## src/flash_ctl_map.svh

```systemverilog
// Register indices, field positions and reset values of the flash control block.
// Assumes a 32-bit classic Wishbone slave port with one aligned word per register.
`ifndef FLASH_CTL_MAP_SVH
`define FLASH_CTL_MAP_SVH
// Register word indices (byte address is four times the index)
`define REG_DIVIDER 3'h0
`define REG_OPTIONS 3'h1
`define REG_CONFIG 3'h2
`define REG_PROTECT 3'h3
`define REG_STATUS 3'h4
// Clock divider fields
`define DIV_LOADED_BIT 7
`define PRESCALE_BIT 6
`define DIV_FIELD_MSB 5
`define DIV_RESET 7'h00
`define PRESCALE_MAX 3'h7
// Options fields
`define BACKDOOR_KEY_ENABLE_BIT 7
`define NORED_BIT 6
`define SEC_MSB 1
`define SEC_UNSECURED 2'b10
`define OPT_IMPL_MASK 8'hc3
// Config and status fields
`define KEY_ACCESS_CONTROL_BIT 5
`define STAT_SECURE_BIT 0
`define STAT_ORDER_BAD_BIT 1
`define STAT_PE_BUSY_BIT 2
// Backdoor key window
`define KEY_BASE 13'h1ff6
`define KEY_BYTES 4'h8
`endif

```

## src/flash_ctl_pkg.sv

```systemverilog
// Types shared by the flash control block and its clock divider.
// Constants live in flash_ctl_map.svh; this package holds only types.
package flash_ctl_pkg;
  typedef enum logic {st_load, st_run} boot_state_t;
  typedef enum logic [1:0] {pe_idle, pe_align, pe_pulse} pe_state_t;
endpackage : flash_ctl_pkg

```

## src/flash_clk_div.sv

```systemverilog
// Internal flash clock generator: one-cycle tick per flash clock period.
// Assumes a single bus clock; the flash clock exists only as this enable.
`timescale 1ns/100ps
`include "flash_ctl_map.svh"
module flash_clk_div
  import flash_ctl_pkg::*;
#(
  parameter int DIV_W = 6
)
(
  input wire logic clk_i, // bus clock
  input wire logic rst_i, // synchronous reset, active high
  input wire logic run_i, // divider value valid
  input wire logic prescale_i, // divide input by eight first
  input wire logic [DIV_W-1:0] div_i, // divisor minus one
  output logic tick_o // one pulse per flash clock period
);
  logic [2:0] pre_cnt;
  logic [DIV_W-1:0] div_cnt;
  logic pre_en;

  assign pre_en = !prescale_i || (pre_cnt == `PRESCALE_MAX);

  always_ff @(posedge clk_i)
  begin
    if (rst_i || !run_i)
      pre_cnt <= '0;
    else
      pre_cnt <= pre_cnt + 3'h1;
  end

  // Period is (div+1) selected-input cycles
  always_ff @(posedge clk_i)
  begin
    if (rst_i || !run_i)
    begin
      div_cnt <= '0;
      tick_o <= 1'b0;
    end
    else
    begin
      tick_o <= pre_en && (div_cnt == div_i);
      if (pre_en)
        div_cnt <= (div_cnt == div_i) ? '0 : div_cnt + 1'b1;
    end
  end
endmodule : flash_clk_div

```

## src/flash_ctl.sv

```systemverilog
// Flash clock divider, options and security control with a Wishbone slave.
// Assumes nonvolatile bytes are stable at reset and memory accesses are tagged
// by source; the command sequencer requests timing pulses through pe_start_i.
//
// Operation
// - Reset copies nonvolatile option and protection bytes
// - Divider bit 7 read-only; 6:0 write once
// - Reset clears loaded flag; first write sets
// - Program and erase refused until divider loaded
// - Prescale bit selects bus or bus/8
// - Flash clock is input divided by divisor+1
// - Timing pulse lasts pe_count_i whole flash periods, zero means one
// - Key enable gates in-order eight byte unlock
// - Debug writes never feed the key compare
// - Options bit 6 set disables vector redirection
// - Only security pattern 1:0 means unsecured
// - Secure state blocks unsecured sources from memory
// - Key match or blank check unsecures
// - Blocked write dropped, blocked read returns zero
// - Key access turns key writes into compares
// - Clearing key access triggers the comparison
//
// The implementer's own choices: the register offsets and the Wishbone register port.
`timescale 1ns/100ps
`include "flash_ctl_map.svh"
module flash_ctl
  import flash_ctl_pkg::*;
#(
  parameter int DIV_W = 6,
  parameter int PE_CNT_W = 8
)
(
  input wire logic clk_i, // bus clock, 100 MHz
  input wire logic rst_i, // synchronous reset, active high
  input wire logic wb_cyc_i, // Wishbone cycle
  input wire logic wb_stb_i, // Wishbone strobe
  input wire logic wb_we_i, // Wishbone write enable
  input wire logic [7:0] wb_adr_i, // Wishbone byte address
  input wire logic [3:0] wb_sel_i, // Wishbone byte selects
  input wire logic [31:0] wb_dat_i, // Wishbone write data
  output logic [31:0] wb_dat_o, // Wishbone read data
  output logic wb_ack_o, // Wishbone acknowledge
  input wire logic [7:0] nv_options_i, // nonvolatile_options_byte
  input wire logic [7:0] nv_protection_i, // nonvolatile_protection_byte
  input wire logic [63:0] nv_key_i, // backdoor_key_bytes, byte 0 in [7:0]
  input wire logic acc_req_i, // memory access request
  input wire logic acc_we_i, // access is a write
  input wire logic acc_trusted_i, // issued from secure memory
  input wire logic acc_debug_i, // issued by background_debug_commands
  input wire logic [15:0] acc_addr_i, // access address
  input wire logic [7:0] acc_rdata_i, // raw memory read data
  input wire logic [7:0] acc_wdata_i, // access write data
  output logic acc_grant_o, // access passed on to memory
  output logic acc_blocked_o, // access blocked by security
  output logic [7:0] acc_rdata_o, // filtered read data
  input wire logic blank_ok_i, // blank check passed, pulse
  input wire logic pe_start_i, // request program/erase pulses
  input wire logic [PE_CNT_W-1:0] pe_count_i, // pulse length in flash periods, zero means one
  output logic pe_pulse_o, // program/erase timing pulse
  output logic pe_done_o, // timing pulse ended, pulse
  output logic pe_refused_o, // request refused, pulse
  output logic internal_flash_clock_tick_o, // internal_flash_clock enable
  output logic divider_loaded_o, // divider_loaded_flag
  output logic secure_o, // memory secured
  output logic redirect_en_o, // vector redirection enabled
  output logic [7:0] protection_o // working_protection_register
);
  boot_state_t boot;
  pe_state_t pe_state;
  logic divider_loaded_flag;
  logic prescale_by_eight;
  logic [DIV_W-1:0] divisor;
  logic backdoor_key_enable;
  logic vector_redirect_disable;
  logic [1:0] security_state_field;
  logic key_access_control;
  logic [63:0] key_buf;
  logic [3:0] key_idx;
  logic key_order_bad;
  logic [PE_CNT_W-1:0] pe_left;
  logic wb_req, wb_wr, reg_wr, is_secure, blocked, in_key, key_sink, unlock;
  logic [7:0] reg_rd;
  logic tick;

  ////////////////////////////////////////////////////////////////////////
  // Reset-time copy of the nonvolatile bytes

  always_ff @(posedge clk_i)
  begin
    if (rst_i)
      boot <= st_load;
    else
      boot <= st_run;
  end

  // Copied in the first cycle after release so reset itself takes constants
  always_ff @(posedge clk_i)
  begin
    if (rst_i)
    begin
      backdoor_key_enable <= 1'b0;
      vector_redirect_disable <= 1'b1;
      protection_o <= 8'hff;
    end
    else if (boot == st_load)
    begin
      backdoor_key_enable <= nv_options_i[`BACKDOOR_KEY_ENABLE_BIT];
      vector_redirect_disable <= nv_options_i[`NORED_BIT];
      protection_o <= nv_protection_i;
    end
  end

  // Only reset load, key unlock and blank check events touch the security field
  always_ff @(posedge clk_i)
  begin
    if (rst_i)
      security_state_field <= 2'b11;
    else if (boot == st_load)
      security_state_field <= nv_options_i[`SEC_MSB:0];
    else if (unlock || blank_ok_i)
      security_state_field <= `SEC_UNSECURED;
  end

  assign is_secure = security_state_field != `SEC_UNSECURED;

  ////////////////////////////////////////////////////////////////////////
  // Wishbone slave

  assign wb_req = wb_cyc_i && wb_stb_i && !wb_ack_o && boot == st_run;
  assign wb_wr = wb_req && wb_we_i && wb_sel_i[0];

  function automatic logic hits(input logic [2:0] idx, input logic [7:0] adr);
    hits = adr == {3'h0, idx, 2'h0};
  endfunction : hits

  always_comb
  begin
    reg_rd = 8'h00;
    if (hits(`REG_DIVIDER, wb_adr_i))
      reg_rd = {divider_loaded_flag, prescale_by_eight, divisor};
    else if (hits(`REG_OPTIONS, wb_adr_i))
      reg_rd = {backdoor_key_enable, vector_redirect_disable, 4'h0,
                security_state_field} & `OPT_IMPL_MASK;
    else if (hits(`REG_CONFIG, wb_adr_i))
      reg_rd = 8'(key_access_control) << `KEY_ACCESS_CONTROL_BIT;
    else if (hits(`REG_PROTECT, wb_adr_i))
      reg_rd = protection_o;
    else if (hits(`REG_STATUS, wb_adr_i))
      reg_rd = {5'h00, pe_state != pe_idle, key_order_bad, is_secure};
  end

  // One wait state; unmapped addresses ack with zero and ignore writes
  always_ff @(posedge clk_i)
  begin
    if (rst_i)
    begin
      wb_ack_o <= 1'b0;
      wb_dat_o <= 32'h0000_0000;
    end
    else
    begin
      wb_ack_o <= wb_req;
      wb_dat_o <= wb_req && !wb_we_i ? {24'h00_0000, reg_rd} : 32'h0000_0000;
    end
  end

  ////////////////////////////////////////////////////////////////////////
  // Clock divider register

  assign reg_wr = wb_wr && hits(`REG_DIVIDER, wb_adr_i);

  always_ff @(posedge clk_i)
  begin
    if (rst_i)
    begin
      divider_loaded_flag <= 1'b0;
      prescale_by_eight <= 1'b0;
      divisor <= DIV_W'(`DIV_RESET);
    end
    else if (reg_wr)
    begin
      divider_loaded_flag <= 1'b1;
      if (!divider_loaded_flag)
      begin
        prescale_by_eight <= wb_dat_i[`PRESCALE_BIT];
        divisor <= wb_dat_i[DIV_W-1:0];
      end
    end
  end

  always_ff @(posedge clk_i)
  begin
    if (rst_i)
    begin
      divider_loaded_o <= 1'b0;
      secure_o <= 1'b1;
      redirect_en_o <= 1'b0;
    end
    else
    begin
      divider_loaded_o <= divider_loaded_flag;
      secure_o <= is_secure;
      redirect_en_o <= !vector_redirect_disable;
    end
  end

  flash_clk_div #(.DIV_W(DIV_W)) u_div (
    .clk_i(clk_i),
    .rst_i(rst_i),
    .run_i(divider_loaded_flag),
    .prescale_i(prescale_by_eight),
    .div_i(divisor),
    .tick_o(tick)
  );

  assign internal_flash_clock_tick_o = tick;

  ////////////////////////////////////////////////////////////////////////
  // Program/erase timing pulses, aligned to flash clock ticks

  always_ff @(posedge clk_i)
  begin
    if (rst_i)
    begin
      pe_state <= pe_idle;
      pe_left <= '0;
      pe_pulse_o <= 1'b0;
      pe_done_o <= 1'b0;
      pe_refused_o <= 1'b0;
    end
    else
    begin
      pe_done_o <= 1'b0;
      pe_refused_o <= 1'b0;
      unique case (pe_state)
        pe_idle:
          if (pe_start_i)
          begin
            if (!divider_loaded_flag)
              pe_refused_o <= 1'b1;
            else
            begin
              pe_state <= pe_align;
              pe_left <= (pe_count_i == '0) ? PE_CNT_W'(1) : pe_count_i;
            end
          end
        pe_align:
          if (tick)
          begin
            pe_state <= pe_pulse;
            pe_pulse_o <= 1'b1;
          end
        pe_pulse:
          if (tick)
          begin
            pe_left <= pe_left - 1'b1;
            if (pe_left == PE_CNT_W'(1))
            begin
              pe_state <= pe_idle;
              pe_pulse_o <= 1'b0;
              pe_done_o <= 1'b1;
            end
          end
        default:
          pe_state <= pe_idle;
      endcase
    end
  end

  ////////////////////////////////////////////////////////////////////////
  // Backdoor key entry and comparison

  assign in_key = acc_addr_i[15:3] == `KEY_BASE;
  // Debug-sourced writes are never taken as key bytes
  assign key_sink = acc_req_i && acc_we_i && in_key && key_access_control
                    && acc_trusted_i && !acc_debug_i;
  assign unlock = wb_wr && hits(`REG_CONFIG, wb_adr_i) && key_access_control
                  && !wb_dat_i[`KEY_ACCESS_CONTROL_BIT] && backdoor_key_enable
                  && key_idx == `KEY_BYTES && !key_order_bad
                  && key_buf == nv_key_i;

  always_ff @(posedge clk_i)
  begin
    if (rst_i)
      key_access_control <= 1'b0;
    else if (wb_wr && hits(`REG_CONFIG, wb_adr_i))
      key_access_control <= wb_dat_i[`KEY_ACCESS_CONTROL_BIT];
  end

  always_ff @(posedge clk_i)
  begin
    if (rst_i)
    begin
      key_buf <= 64'h0;
      key_idx <= 4'h0;
      key_order_bad <= 1'b0;
    end
    else if (!key_access_control)
    begin
      key_idx <= 4'h0;
      if (wb_wr && hits(`REG_CONFIG, wb_adr_i) && wb_dat_i[`KEY_ACCESS_CONTROL_BIT])
        key_order_bad <= 1'b0;
    end
    else if (key_sink)
    begin
      // Bytes must arrive strictly in address order
      if (key_idx != `KEY_BYTES && acc_addr_i[2:0] == key_idx[2:0])
      begin
        key_buf[{key_idx[2:0], 3'h0} +: 8] <= acc_wdata_i;
        key_idx <= key_idx + 4'h1;
      end
      else
        key_order_bad <= 1'b1;
    end
  end

  ////////////////////////////////////////////////////////////////////////
  // Memory access filter

  assign blocked = acc_req_i && is_secure && (!acc_trusted_i || acc_debug_i);

  always_ff @(posedge clk_i)
  begin
    if (rst_i)
    begin
      acc_grant_o <= 1'b0;
      acc_blocked_o <= 1'b0;
      acc_rdata_o <= 8'h00;
    end
    else
    begin
      acc_grant_o <= acc_req_i && !blocked && !key_sink;
      acc_blocked_o <= blocked;
      acc_rdata_o <= (acc_req_i && !blocked && !acc_we_i) ? acc_rdata_i : 8'h00;
    end
  end
endmodule : flash_ctl

```

## config.mk

```make
export PLATFORM = sky130hd
export DESIGN_NAME = flash_ctl
export DESIGN_NICKNAME = d
export VERILOG_FILES = /design/src/flash_ctl_pkg.sv /design/src/flash_clk_div.sv /design/src/flash_ctl.sv
export VERILOG_INCLUDE_DIRS = /design/src
export SDC_FILE = /design/constraint.sdc
export NUM_CORES = 1
export LEC_CHECK = 0
export ABC_AREA = 1
export BUFFER_PORTS_ARGS = -buffer_cell sky130_fd_sc_hd__buf_2
export CAP_MARGIN = 5
export CELL_PAD_IN_SITES_DETAIL_PLACEMENT = 1
export CELL_PAD_IN_SITES_GLOBAL_PLACEMENT = 1
export CORE_ASPECT_RATIO = 0.9
export CORE_MARGIN = 8
export CORE_UTILIZATION = 31
export DETAILED_ROUTE_END_ITERATION = 8
export GPL_ROUTABILITY_DRIVEN = 0
export HOLD_SLACK_MARGIN = 0.05
export PLACE_DENSITY = 0.76
export SLEW_MARGIN = 20
export SYNTH_ARGS = -nofsm -noshare
export SYNTH_HDL_FRONTEND = slang
export SYNTH_SLANG_ARGS = --single-unit
```

## constraint.sdc

```tcl
create_clock -name clk_i -period 2.05 [get_ports clk_i]
set_input_delay 0.1025 -clock clk_i [delete_from_list [all_inputs] [get_ports clk_i]]
set_output_delay 0.1025 -clock clk_i [all_outputs]
set_load 0.02 [all_outputs]
```

==> flow_metrics.tcl <==
set metrics [dict create \
    grtUsageTotal 0.179 \
    die_outline_area_um2 27700 \
    ys_seq_elements 136 \
    status "complete, no violations" \
    critPathRequiredTime_ns 2.35 \
    clk_latency_ns 0.42 \
    design_power_total_mw 6.72 \
    via_count 7499 \
    ctsLongestPathBuffers 2 \
    die_h_um 159 \
    grt_antenna_before_repair 4 \
    worst_slew_pin_slew_ns 0.506 \
    synthCells 1066 \
    synth-seq-area-share 0.389 \
    dp.final_hpwl_mm 18.7 \
    mostFrequentLayoutCell "nand2_1" \
    syn_avg_cell_area_um2 6.57 \
    top_level_ports 233 \
    final_layout_size_suffix_gt1_frac 0.206 \
    critical_r2r_capture "key_buf[26]$_SDFFE_PP0P_" \
    synth_area_um2 7000 \
    tritoncts "built" \
    mostFrequentLayoutCells "nand2_1, nor2_1, buf_2" \
    multi_input_comb_area_um2 3520 \
    layout.cells.non_filler 1634 \
    max_freq_ghz 0.516 \
    cellLeakagePower_nw 4.57 \
    cts_bufs_inserted 17 \
    timing.slew.headroom 0.663 \
    report.final.setup_viol 0 \
    cts_max_level 4 \
    first_global_vias 7876 \
    p_per_area_nw_per_um2 703 \
    die_width_um 174 \
    numPlacedInstances 1546 \
    fillCellCount 2915 \
    cts.reportedPaths.clkPinSlew_ns 0.06 \
    area_delta_synth_final_pct 36.6 \
    numPortBuffers 176 \
    finalCoreUtilization 0.429 \
    hold_path_startpoint "pe_count_i[4]" \
    timing.final.hold_violations 0 \
    max-cap-violations 0 \
    final-max-slew-violation-count 0 \
    routed_via_density 4.59 \
    hp-class "in2reg" \
    yosys_warnings 0 \
    vdd_drop_max_v 0.000503 \
    clock_sinks 136 \
    rrSetupSlack_ns 0.11 \
    clock_root_buffer_master "clkbuf_16" \
    core-area_um2 22300 \
    clock-skew-final_ns 0.00949 \
    timing.final.crit_period_ns 1.94 \
    reg_to_reg_start "key_idx[0]$_SDFFE_PP0P_" \
    ff_latch_area_um2 2720 \
    timing.reg2reg.worst_path_depth 10 \
    placement_rows 52 \
    worst-path-max-fanout 16 \
    start_util 0.314 \
    setup.worst_path.class "reg2reg" \
    totalWireLength_mm 25.4 \
    grt_first_pass_wirelength_mm 39.7 \
    detail_route.drc_violations 0 \
    holdPathEnd "pe_left[4]$_SDFFE_PP0P_" \
    yosys.cell_types.count 38 \
    drt_iter0_markers 334 \
    fin_crit_sh 0.945 \
    startpoint_kind_of_the_worst_setup_timing_path "register" \
    dr.pass1.iters 5 \
    holdPathStages 5 \
    cp-end-kind "register" \
    maximum_number_of_pins_on_one_net_before_global_route_repair 51 \
    route.antenna.remaining_nets 0 \
    finalNetCount 1507 \
    worstPathArrival_ns 2.24 \
    totalNegativeSetupSlack_ns 0 \
    grt_overflow 0 \
    routed_wire_length_per_instance_um 15.5 \
]
[layout make-up]
type | instances | area share
Sequential cell | 136 | 0.285
Clock inverter | 9 | 0.0181
Inverter | 164 | 0.0648
Multi-Input combinational cell | 742 | 0.368
Clock buffer | 21 | 0.0481
Timing Repair Buffer | 263 | 0.177
Antenna cell | 2 | 0.000523
Tap cell | 297 | 0.0389
[cell usage after synthesis]
master    instances  share of area
nand4_1           8         0.0071
o221ai_1          2         0.0025
conb_1            1        0.00054
o22ai_1           3         0.0027
a31oi_1           3         0.0027
nor2_1          188           0.10
buf_2             4         0.0029
nor3_2            2         0.0029
xnor2_1          22          0.028
clkinv_1          2         0.0011
buf_4            25          0.027
a21oi_1          58          0.041
nor2_4            2         0.0032
xor2_1            7         0.0088
nand3b_1          2         0.0021
nand2_2           1        0.00089
clkbuf_1         13         0.0070
inv_2             6         0.0032
o21ai_0          84          0.060
a21oi_2           1         0.0013
nor3_1           34          0.024
nand2_1         232           0.12
ha_1              8          0.014
nor2_2            3         0.0027
dfxtp_1         136           0.39
nor4_1            7         0.0063
a211oi_1          2         0.0021
nand3_1          29          0.021
o31ai_1           1         0.0011
and3_1            1        0.00089
nand3_2           3         0.0043
a221oi_1          2         0.0025
buf_6             3         0.0048
inv_1           156          0.084
or2_2             6         0.0054
nor3b_1           2         0.0021
buf_1             2         0.0011
o211ai_1          5         0.0054
[state kept, by name, indices dropped and copies added, names as in the netlist, 2 cells and up]
register	flops
key_idx	4
u_div.div_cnt	6
wb_dat_o	8
pe_state	2
acc_rdata_o	8
protection_o	8
security_state_field	2
pe_left	8
u_div.pre_cnt	3
key_buf	64
divisor	6
[timing repair]
item,in CTS,in global routing
setup buffers,0,1
endpoints found under the hold margin,57,0
hold buffers,55,0
endpoints found under the setup margin,11,61
pin swaps,1,8
resized for setup,5,24
[worst max-delay path by stage]
stage                            start                        to  slack (ns)  depth (start not counted)
6_report       key_idx[0]$_SDFFE_PP0P_  key_buf[26]$_SDFFE_PP0P_        0.11                         10
5_1_grt        key_idx[1]$_SDFFE_PP0P_   key_buf[9]$_SDFFE_PP0P_      -0.008                         11
4_1_cts        key_idx[0]$_SDFFE_PP0P_  key_buf[51]$_SDFFE_PP0P_        0.01                         12
3_5_place_dp   key_idx[0]$_SDFFE_PP0P_  key_buf[25]$_SDFFE_PP0P_       -0.01                         10
3_3_place_gp   key_idx[0]$_SDFFE_PP0P_  key_buf[27]$_SDFFE_PP0P_        0.05                         10
2_1_floorplan  key_idx[0]$_SDFFE_PP0P_  key_buf[31]$_SDFFE_PP0P_        0.02                         11
[kinds of logic (layout without fill, tap and decap cells)]
| kind of cell | count (synthesis) | in the layout | synth area share |
|---|---|---|---|
| compound gates | 161 | 161 | 0.122 |
| xor+xnor | 29 | 29 | 0.0363 |
| fa+ha+maj | 8 | 8 | 0.0143 |
| buf+inv | 211 | 457 | 0.130 |
| flops | 136 | 136 | 0.389 |
| other cells | 1 | 26 | 0.000535 |
| simple gates | 520 | 520 | 0.308 |
[worst max-delay path, stage by stage, from the launching register on]
cell	delay, ns
dfxtp_2	0.34
inv_2	0.05
ha_2	0.22
nand2_2	0.09
nand2_1	0.07
a21oi_2	0.17
inv_2	0.07
nor2_4	0.25
nand3_4	0.22
o21ai_0	0.24
nor2_1	0.07
[power by group]
group | internal, mW | switching, mW
Sequential | 2.67 | 0.0188
Combinational | 0.275 | 0.373
Clock | 2.20 | 1.18
Total | 5.15 | 1.57
[stage by stage]
| stage | area (um2) | worst slack, ns | hold slack [ns] |
|---|---|---|---|
| after floorplan | 7090 | 0.0242 | 0.215 |
| after global placement | 8290 | 0.0479 | 0.303 |
| after detailed placement | 8290 | -0.0123 | 0.309 |
| after CTS | 9500 | 0.0139 | 0.0724 |
| after global routing | 9560 | -0.00815 | 0.113 |
| final | 9560 | 0.112 | 0.0998 |
[metal layers]
layer / global-route usage / routed length, um / vias up
li1: - / - / 3805
met5: 0 / 27 / -
met3: 0.0514 / 1360 / 48
met1: 0.204 / 10800 / 3478
met4: 0.0598 / 476 / 4
met2: 0.319 / 12700 / 164
(Power assumes the default switching activity.)
